File: src/pkg/bsp_pkg.sv
// Constants for the brake sequencer with PWM brake drive.
// Assumes a 100 MHz system clock and an APB slave with 32-bit data.
package bsp_pkg;
  localparam logic [11:0] ADDR_SUBMODE   = 12'h000;
  localparam logic [11:0] ADDR_OUTWORD   = 12'h004;
  localparam logic [11:0] ADDR_DELAY1    = 12'h008;
  localparam logic [11:0] ADDR_DELAY2    = 12'h00c;
  localparam logic [11:0] ADDR_DELAY3    = 12'h010;
  localparam logic [11:0] ADDR_DELAY4    = 12'h014;
  localparam logic [11:0] ADDR_PWMFREQ   = 12'h018;
  localparam logic [11:0] ADDR_PWMDUTY   = 12'h01c;
  localparam logic [11:0] ADDR_CONTROL   = 12'h020;
  localparam logic [11:0] ADDR_STATUS    = 12'h024;
  localparam int          SUBMODE_BRAKE  = 2;
  localparam int          OUT_BRAKE_BIT  = 0;
  localparam logic [31:0] FREQ_MAX       = 32'h0000_4e20;
  localparam logic [6:0]  DUTY_MIN       = 7'h02;
  localparam logic [6:0]  DUTY_FULL      = 7'h64;
  localparam logic [31:0] FREQ_RESET     = 32'h0000_03e8;
  localparam logic [6:0]  DUTY_RESET     = 7'h64;
  localparam int          CLK_HZ         = 100000000;
  localparam int          MS_CYCLES      = CLK_HZ / 1000;
  typedef enum logic [2:0] {
    ST_OFF, ST_ON_WAIT3, ST_ON_WAIT4, ST_ENABLED, ST_OFF_WAIT1, ST_OFF_WAIT2
  } bsp_state_type;
endpackage

File: src/hw/bsp_pwm_gen.sv
// Brake PWM generator: period and high time in system clock cycles.
// Assumes settings were checked before they reach it.
`timescale 1ns/1ps
`default_nettype none
module bsp_pwm_gen (
  // Clock and reset.
  input  wire logic        sys_clk,
  input  wire logic        resetn,
  // Settings.
  input  wire logic        enable,
  input  wire logic [31:0] freqHz,
  input  wire logic [6:0]  dutyPct,
  // Waveform.
  output var  logic        pwmOut
);
  logic [31:0] periodCyc;
  logic [31:0] highCyc;
  logic [31:0] cnt_r;
  // The divider is combinational; it is only re-evaluated on setting change.
  assign periodCyc = 32'(bsp_pkg::CLK_HZ) / freqHz;
  assign highCyc   = 32'((64'(periodCyc) * 64'(dutyPct)) / 64'd100);
  always_ff @(posedge sys_clk or negedge resetn) begin
    if (!resetn) begin
      cnt_r <= 32'h0;
    end else if (!enable || cnt_r + 32'h1 >= periodCyc) begin
      cnt_r <= 32'h0;
    end else begin
      cnt_r <= cnt_r + 32'h1;
    end
  end
  always_ff @(posedge sys_clk or negedge resetn) begin
    if (!resetn) begin
      pwmOut <= 1'b0;
    end else if (!enable) begin
      pwmOut <= 1'b0;
    end else if (dutyPct == bsp_pkg::DUTY_FULL) begin
      pwmOut <= 1'b1;
    end else begin
      pwmOut <= (cnt_r < highCyc);
    end
  end
endmodule // bsp_pwm_gen
`default_nettype wire

File: src/hw/bsp_brake_seq.sv
// Brake sequencer top: APB registers, power sequencing, brake drive.
// Assumes the power state machine asks for operation enabled on a level.
//
// The implementer's own choices: the register offsets and register access over APB.
`timescale 1ns/1ps
`default_nettype none
module bsp_brake_seq #(
  // Cycles per delay unit; the default makes one unit a millisecond.
  parameter int TICK_CYC = bsp_pkg::MS_CYCLES
) (
  // Clock and reset.
  input  wire logic        sys_clk,
  input  wire logic        resetn,
  // APB slave.
  input  wire logic        psel,
  input  wire logic        penable,
  input  wire logic        pwrite,
  input  wire logic [11:0] paddr,
  input  wire logic [31:0] pwdata,
  output var  logic [31:0] prdata,
  output var  logic        pready,
  output var  logic        pslverr,
  // Power state machine.
  input  wire logic        enableReq,
  input  wire logic        motorStill,
  output var  logic        motorCurrentOn,
  output var  logic        motionAllowed,
  output var  logic        stopRequest,
  // Brake open-drain pin: pulls low to energize the coil.
  input  wire logic        brakePinIn,
  output var  logic        brakePinOut,
  output var  logic        brakePinOe
);
  logic [31:0] submode_r;
  logic [31:0] outWord_r;
  logic [31:0] delay_r [4];
  logic [31:0] freq_r;
  logic [6:0]  duty_r;
  logic        badSet_r;
  logic [31:0] cnt_r;
  logic [2:0]  pinSync_r;
  logic        pinLvl_r;
  bsp_pkg::bsp_state_type state_r;
  logic        wr;
  logic        rd;
  logic        mapped;
  logic        autoMode;
  logic        release_w;
  logic        pwmWave;
  logic [31:0] rdVal;

  // A tick below one cycle cannot scale the delay settings.
  if (TICK_CYC < 1) begin : g_tickCheck
    $error("Delay tick must be at least one cycle.");
  end

  assign wr = psel && penable && pwrite;
  assign rd = psel && penable && !pwrite;
  assign autoMode = submode_r[bsp_pkg::SUBMODE_BRAKE];

  // Address decode; zero-wait slave with error on unmapped words.
  always_comb begin
    mapped = 1'b1;
    rdVal  = 32'h0;
    if (paddr == bsp_pkg::ADDR_SUBMODE) begin
      rdVal = submode_r;
    end else if (paddr == bsp_pkg::ADDR_OUTWORD) begin
      rdVal = outWord_r;
    end else if (paddr == bsp_pkg::ADDR_DELAY1) begin
      rdVal = delay_r[0];
    end else if (paddr == bsp_pkg::ADDR_DELAY2) begin
      rdVal = delay_r[1];
    end else if (paddr == bsp_pkg::ADDR_DELAY3) begin
      rdVal = delay_r[2];
    end else if (paddr == bsp_pkg::ADDR_DELAY4) begin
      rdVal = delay_r[3];
    end else if (paddr == bsp_pkg::ADDR_PWMFREQ) begin
      rdVal = freq_r;
    end else if (paddr == bsp_pkg::ADDR_PWMDUTY) begin
      rdVal = {25'h0, duty_r};
    end else if (paddr == bsp_pkg::ADDR_STATUS) begin
      rdVal = {24'h0, badSet_r, pinLvl_r, motionAllowed,
               motorCurrentOn, 1'b0, 3'(state_r)};
    end else if (paddr == bsp_pkg::ADDR_CONTROL) begin
      rdVal = 32'h0;
    end else begin
      mapped = 1'b0;
    end
  end

  always_ff @(posedge sys_clk or negedge resetn) begin
    if (!resetn) begin
      pready  <= 1'b0;
      pslverr <= 1'b0;
      prdata  <= 32'h0;
    end else begin
      pready  <= psel && !penable;
      pslverr <= psel && !penable && !mapped;
      prdata  <= (psel && !penable && !pwrite) ? rdVal : 32'h0;
    end
  end

  // Configuration writes; bad frequency or duty values are refused.
  always_ff @(posedge sys_clk or negedge resetn) begin
    if (!resetn) begin
      submode_r <= 32'h0;
      outWord_r <= 32'h0;
      delay_r   <= '{default: 32'h0};
      freq_r    <= bsp_pkg::FREQ_RESET;
      duty_r    <= bsp_pkg::DUTY_RESET;
      badSet_r  <= 1'b0;
    end else if (wr && pready) begin
      if (paddr == bsp_pkg::ADDR_SUBMODE) begin
        submode_r <= pwdata;
      end else if (paddr == bsp_pkg::ADDR_OUTWORD) begin
        outWord_r <= pwdata;
      end else if (paddr == bsp_pkg::ADDR_DELAY1) begin
        delay_r[0] <= pwdata;
      end else if (paddr == bsp_pkg::ADDR_DELAY2) begin
        delay_r[1] <= pwdata;
      end else if (paddr == bsp_pkg::ADDR_DELAY3) begin
        delay_r[2] <= pwdata;
      end else if (paddr == bsp_pkg::ADDR_DELAY4) begin
        delay_r[3] <= pwdata;
      end else if (paddr == bsp_pkg::ADDR_PWMFREQ) begin
        if (pwdata == 32'h0 || pwdata > bsp_pkg::FREQ_MAX) begin
          badSet_r <= 1'b1;
        end else begin
          freq_r <= pwdata;
        end
      end else if (paddr == bsp_pkg::ADDR_PWMDUTY) begin
        if (pwdata < 32'(bsp_pkg::DUTY_MIN) ||
            pwdata > 32'(bsp_pkg::DUTY_FULL)) begin
          badSet_r <= 1'b1;
        end else begin
          duty_r <= pwdata[6:0];
        end
      end else if (paddr == bsp_pkg::ADDR_CONTROL) begin
        if (pwdata[0]) begin
          badSet_r <= 1'b0;
        end
      end
    end
  end

  // Delays are written in milliseconds; a value of zero skips the wait.
  always_ff @(posedge sys_clk or negedge resetn) begin
    if (!resetn) begin
      state_r <= bsp_pkg::ST_OFF;
      cnt_r   <= 32'h0;
    end else begin
      case (state_r)
        bsp_pkg::ST_OFF: begin
          if (enableReq) begin
            state_r <= bsp_pkg::ST_ON_WAIT3;
            cnt_r   <= delay_r[2] * 32'(TICK_CYC);
          end
        end
        bsp_pkg::ST_ON_WAIT3: begin
          if (cnt_r == 32'h0) begin
            state_r <= bsp_pkg::ST_ON_WAIT4;
            cnt_r   <= delay_r[3] * 32'(TICK_CYC);
          end else begin
            cnt_r <= cnt_r - 32'h1;
          end
        end
        bsp_pkg::ST_ON_WAIT4: begin
          if (cnt_r == 32'h0) begin
            state_r <= bsp_pkg::ST_ENABLED;
          end else begin
            cnt_r <= cnt_r - 32'h1;
          end
        end
        bsp_pkg::ST_ENABLED: begin
          if (!enableReq && motorStill) begin
            state_r <= bsp_pkg::ST_OFF_WAIT1;
            cnt_r   <= delay_r[0] * 32'(TICK_CYC);
          end
        end
        bsp_pkg::ST_OFF_WAIT1: begin
          if (cnt_r == 32'h0) begin
            state_r <= bsp_pkg::ST_OFF_WAIT2;
            cnt_r   <= delay_r[1] * 32'(TICK_CYC);
          end else begin
            cnt_r <= cnt_r - 32'h1;
          end
        end
        default: begin
          if (cnt_r == 32'h0) begin
            state_r <= bsp_pkg::ST_OFF;
          end else begin
            cnt_r <= cnt_r - 32'h1;
          end
        end
      endcase
    end
  end

  // With autoMode set, the brake stays released through wait 4, the enabled state and off wait 1 only; otherwise it follows the output word's brake bit.
  assign release_w = autoMode ?
    (state_r == bsp_pkg::ST_ON_WAIT4 || state_r == bsp_pkg::ST_ENABLED ||
     state_r == bsp_pkg::ST_OFF_WAIT1) :
    outWord_r[bsp_pkg::OUT_BRAKE_BIT];

  always_ff @(posedge sys_clk or negedge resetn) begin
    if (!resetn) begin
      motorCurrentOn <= 1'b0;
      motionAllowed  <= 1'b0;
      stopRequest    <= 1'b0;
    end else begin
      motorCurrentOn <= state_r != bsp_pkg::ST_OFF;
      motionAllowed  <= state_r == bsp_pkg::ST_ENABLED && enableReq;
      stopRequest    <= state_r == bsp_pkg::ST_ENABLED && !enableReq;
    end
  end

  bsp_pwm_gen u_pwm (
    .sys_clk (sys_clk),
    .resetn  (resetn),
    .enable  (release_w),
    .freqHz  (freq_r),
    .dutyPct (duty_r),
    .pwmOut  (pwmWave)
  );

  // Open drain: output low and enabled while the PWM is high.
  always_ff @(posedge sys_clk or negedge resetn) begin
    if (!resetn) begin
      brakePinOut <= 1'b0;
      brakePinOe  <= 1'b0;
      pinSync_r   <= 3'h7;
    end else begin
      brakePinOut <= 1'b0;
      brakePinOe  <= pwmWave;
      pinSync_r   <= {pinSync_r[1:0], brakePinIn};
    end
  end

  // The pin idles high on its pull-up, so the reading starts high too.
  always_ff @(posedge sys_clk or negedge resetn) begin
    if (!resetn) begin
      pinLvl_r <= 1'b1;
    end else if (pinSync_r[2] == pinSync_r[1]) begin
      pinLvl_r <= pinSync_r[2];
    end
  end

  chk_brake_engaged_off: assert property (@(posedge sys_clk) disable iff
    (!resetn) autoMode && state_r == bsp_pkg::ST_OFF && $past(autoMode)
    && $past(state_r) == bsp_pkg::ST_OFF |-> ##2 !brakePinOe)
    else $error("Brake released while off.");
  chk_manual_follow: assert property (@(posedge sys_clk) disable iff
    (!resetn) !autoMode && !outWord_r[0] ##1 !autoMode && !outWord_r[0]
    |-> ##2 !brakePinOe)
    else $error("Manual brake bit ignored.");
  chk_on_order: assert property (@(posedge sys_clk) disable iff (!resetn)
    state_r == bsp_pkg::ST_OFF && enableReq |=> state_r ==
    bsp_pkg::ST_ON_WAIT3)
    else $error("Enable sequence did not start.");
  chk_off_order: assert property (@(posedge sys_clk) disable iff (!resetn)
    state_r == bsp_pkg::ST_ENABLED && !enableReq && motorStill |=>
    state_r == bsp_pkg::ST_OFF_WAIT1)
    else $error("Disable sequence did not start.");
  chk_current_on: assert property (@(posedge sys_clk) disable iff (!resetn)
    state_r == bsp_pkg::ST_ON_WAIT3 |=> motorCurrentOn)
    else $error("Current off during release wait.");
  chk_full_duty: assert property (@(posedge sys_clk) disable iff (!resetn)
    release_w && duty_r == bsp_pkg::DUTY_FULL ##1 release_w &&
    duty_r == bsp_pkg::DUTY_FULL |-> ##2 brakePinOe)
    else $error("Full duty output switched.");
  chk_freq_limit: assert property (@(posedge sys_clk) disable iff (!resetn)
    freq_r <= bsp_pkg::FREQ_MAX && freq_r != 32'h0)
    else $error("Frequency out of range.");
  chk_duty_range: assert property (@(posedge sys_clk) disable iff (!resetn)
    duty_r >= bsp_pkg::DUTY_MIN && duty_r <= bsp_pkg::DUTY_FULL)
    else $error("Duty out of range.");
  chk_count_down: assert property (@(posedge sys_clk) disable iff (!resetn)
    state_r == bsp_pkg::ST_OFF_WAIT2 && cnt_r != 32'h0 |=>
    state_r == bsp_pkg::ST_OFF_WAIT2)
    else $error("Delay ended early.");
  cov_enable: cover property (@(posedge sys_clk) state_r ==
    bsp_pkg::ST_ON_WAIT4 ##1 state_r == bsp_pkg::ST_ENABLED);
  cov_disable: cover property (@(posedge sys_clk) state_r ==
    bsp_pkg::ST_OFF_WAIT2 ##1 state_r == bsp_pkg::ST_OFF);
  cov_manual: cover property (@(posedge sys_clk) !autoMode && brakePinOe);
endmodule // bsp_brake_seq
`default_nettype wire

File: config.mk
export PLATFORM = sky130hd
export DESIGN_NAME = bsp_brake_seq
export DESIGN_NICKNAME = d
export VERILOG_FILES = /design/src/pkg/bsp_pkg.sv /design/src/hw/bsp_pwm_gen.sv /design/src/hw/bsp_brake_seq.sv
export SDC_FILE = /design/constraint.sdc
export NUM_CORES = 2
export LEC_CHECK = 0
export ABC_AREA = 1
export BUFFER_PORTS_ARGS = -buffer_cell sky130_fd_sc_hd__clkbuf_2
export CAP_MARGIN = 20
export CORE_UTILIZATION = 56
export CTS_BUF_LIST = sky130_fd_sc_hd__clkbuf_8
export CTS_CLUSTER_DIAMETER = 40
export DETAILED_ROUTE_END_ITERATION = 10
export GPL_ROUTABILITY_DRIVEN = 1
export PLACE_DENSITY = 0.81
export SLEW_MARGIN = 20
export SYNTH_ARGS = -nofsm -noshare
export SYNTH_HDL_FRONTEND = slang
export SYNTH_HIERARCHICAL = 1
export SYNTH_SLANG_ARGS = --single-unit
File: constraint.sdc
create_clock -name sys_clk -period 124.1 [get_ports sys_clk]
set_clock_uncertainty 0.2 [all_clocks]
set_input_delay 24.82 -clock sys_clk [delete_from_list [all_inputs] [get_ports sys_clk]]
set_output_delay 24.82 -clock sys_clk [all_outputs]
set_load 0.1 [all_outputs]
==> metrics.cfg <==
[sta]
slew_headroom_pct=22.4
rsz0062_at_grt=false
fin_crit_ns=112.30
hold_violations=0
tightest_slew_ns=1.16
setup-tns-final_ns=0
fin_crit_sh_pct=90.5
slew_violations=0
fmax_mhz=8.90
setup_violations=0

[logic_synthesis]
ys_ff_latch=342
synth-async-reset-ratio_pct=100
synth_top_flop_cell=dfrtp_1
synth.distinct_cells=86
ys_seq_area_share_pct=11.6
synth_edf_count=0
ys_warn_count=6
syn_inst=11055
syn_area_um2=74100
syn_area_per_cell_um2=6.70
synth_nets=12554

[worst_hold_path]
min_path_type=reg -> reg

[critical_path]
crit_arrival_ns=112.75
worst_setup_path_start_kind=flip-flop
critPathMostFrequentCell=nand2_1
crit_family=simple AND/OR/NAND/NOR gates
cpPeakStageDelay_ns=0.55
crit_buf_inv=82
cp_max_fo=55
crit_required_ns=124.55
worst_setup_path_end_kind=flip-flop
crit_type=reg -> reg
cp_slowest_cell=fa_1

[placed_design]
port_buffers=89
gp_congestion=1.05
hpwlAfterDp_um=197000

[route]
drt_first_pass_iters=8
vias_per_cell=5.75
wire_per_inst_um=18.9
vias=74023
totalWireLength_um=244000
dr.first_iter.drc_count=6474
drtAntennaViolNets=0
drc=0

[global_route]
track_usage_pct=35.8
antenna_found_initial=4
grt_max_degree=80
grt_pass1_vias=71778
grt_first_pass_wirelength_um=383000
overflow=0

[floorplan]
start_util_pct=56.4
fp.dieH_um=366
io_pins=91
die_x_um=366
die_area_um2=134000
core_region_area_um2=131000
rows=133

[clock_tree]
postCtsSetupBuffers=0
cts.reportedPaths.clkPinSlew_ns=0.06
clock-sinks=342
numCtsBuffers=69
cts_buffer_depth=3
clk_latency_ns=0.76
root_buffer=clkbuf_8
cts_tree=done
h-tree-depth=3

[job]
drv_cap=0

[finish]
regArea_um2=8580
syn_to_final_growth_pct=5.29
multi_input_area_um2=57000
fill_cells=12364
nets=12552
layout-drive-gt1-share_pct=7.81

[outcome]
outcome=completed

[cells in the final DEF, fill, tap and decap left out, drive strengths merged, types with 12 or more instances in the layout]
cell type / netlist / layout
clkinvlp: 0 / 14
o221ai: 28 / 28
fa: 407 / 407
xnor2: 198 / 198
o22ai: 24 / 24
o21ai: 795 / 795
or2: 43 / 43
a221oi: 16 / 16
nand3: 556 / 556
nor2: 816 / 816
a21oi: 796 / 798
inv: 2019 / 2036
o31ai: 25 / 25
a31oi: 34 / 34
nand4: 151 / 151
xor2: 310 / 310
clkinv: 27 / 37
ha: 1040 / 1040
o221a: 13 / 13
a211oi: 24 / 24
nor3: 61 / 61
dfrtp: 329 / 329
a22oi: 12 / 12
a21o: 36 / 36
o21bai: 110 / 110
dfstp: 13 / 13
buf: 47 / 60
o211ai: 33 / 33
nand2: 2784 / 2784
nand3b: 22 / 22
a221o: 12 / 12
clkbuf: 178 / 169
nor4: 18 / 18
[sequential cells by signal, summed over array words and instances (netlist names), 3 cells and up]
| signal | cells |
|---|---|
| state_r | 3 |
| outWord_r | 32 |
| pinSync_r | 3 |
| duty_r | 7 |
| freq_r | 32 |
| cnt_r | 32 |
| delay_r | 128 |
| u_pwm/cnt_r | 32 |
| prdata | 32 |
| submode_r | 32 |
[metal layers]
metal / vias up / share of wire, % / GRT usage (%)
met5: - / 0.011 / 0
met4: 4 / 7.6 / 23.7
met3: 791 / 7.7 / 5.67
met2: 3092 / 46 / 59.6
met1: 34477 / 39 / 42.6
li1: 35659 / - / -
[per-stage QoR]
stage          hold slack (ns)  util (%)  cell area (µm²)  instances  setup slack (ns)
3_3_place_gp             0.149      58.1            76300      12731             13.23
6_report                 0.156      59.4            78000      12864             11.80
5_1_grt                  0.164      59.4            78000      12862            0.0721
2_1_floorplan            0.131         -            74100      11055             32.02
4_1_cts                  0.159      59.3            77800      12855              8.72
3_5_place_dp             0.141      58.1            76300      12731              8.96
[cell usage after synthesis (31+ instances only)]
cell type  number  share of area [%]
nand2_1      2514                 13
inv_1        1932                9.8
ha_1         1040                 18
a21oi_1       791                5.3
nor2_1        765                3.9
o21ai_0       754                5.1
nand3_1       531                3.6
fa_1          407                 11
dfrtp_1       329                 11
xor2_1        310                3.7
xnor2_1       198                2.3
nand2_2       182                1.5
clkbuf_1      178               0.90
nand4_1       131                1.1
o21bai_1      107                1.1
nand2_4        88                1.3
inv_2          82               0.42
nor3_1         57               0.39
or2_2          42               0.35
a21o_1         36               0.36
a31oi_1        34               0.29
o211ai_1       32               0.32
nor2_2         31               0.26
[final timing paths]
check                                 endpoint  slack [ns]  cells after the start    startpoint
worst max-delay path              u_pwm/pwmOut       11.80                    824    freq_r[31]
worst min-delay path                brakePinOe        0.16                      0  u_pwm/pwmOut
worst max register to register    u_pwm/pwmOut       11.80                    729    freq_r[31]
worst min register to register      brakePinOe        0.16                      0  u_pwm/pwmOut
max in group asynchronous       u_pwm/cnt_r[0]       97.79                      4        resetn
min in group asynchronous             badSet_r       23.93                      1        resetn
[cell families after synthesis]
logic type,synth area share [%]
AO/OA/AOI/OAI,15.2
XOR/XNOR,6.00
adder cells (fa/ha/maj),28.6
buffers and inverters,11.7
flip-flops,11.6
multiplexers,0.0135
other,0.0101
AND/OR/NAND/NOR,26.9
[cell type report]
class	count	area share (%)
multi-input cells	8441	73.1
well taps	1755	2.81
flip-flops and latches	342	11.0
clock buffers	81	1.43
repair inverters	2	0.0128
repair buffers	148	1.19
clock inverters	43	0.497
inverters	2049	9.98
diodes	3	0.00962
[what timing repair did]
action	CTS	global route
hold buffers	0	0
gates resized for setup	0	18
endpoints found under the setup margin	0	1
Power is not shown: default switching activity piles up to over one toggle a cycle in this logic, so the estimate is an artifact.
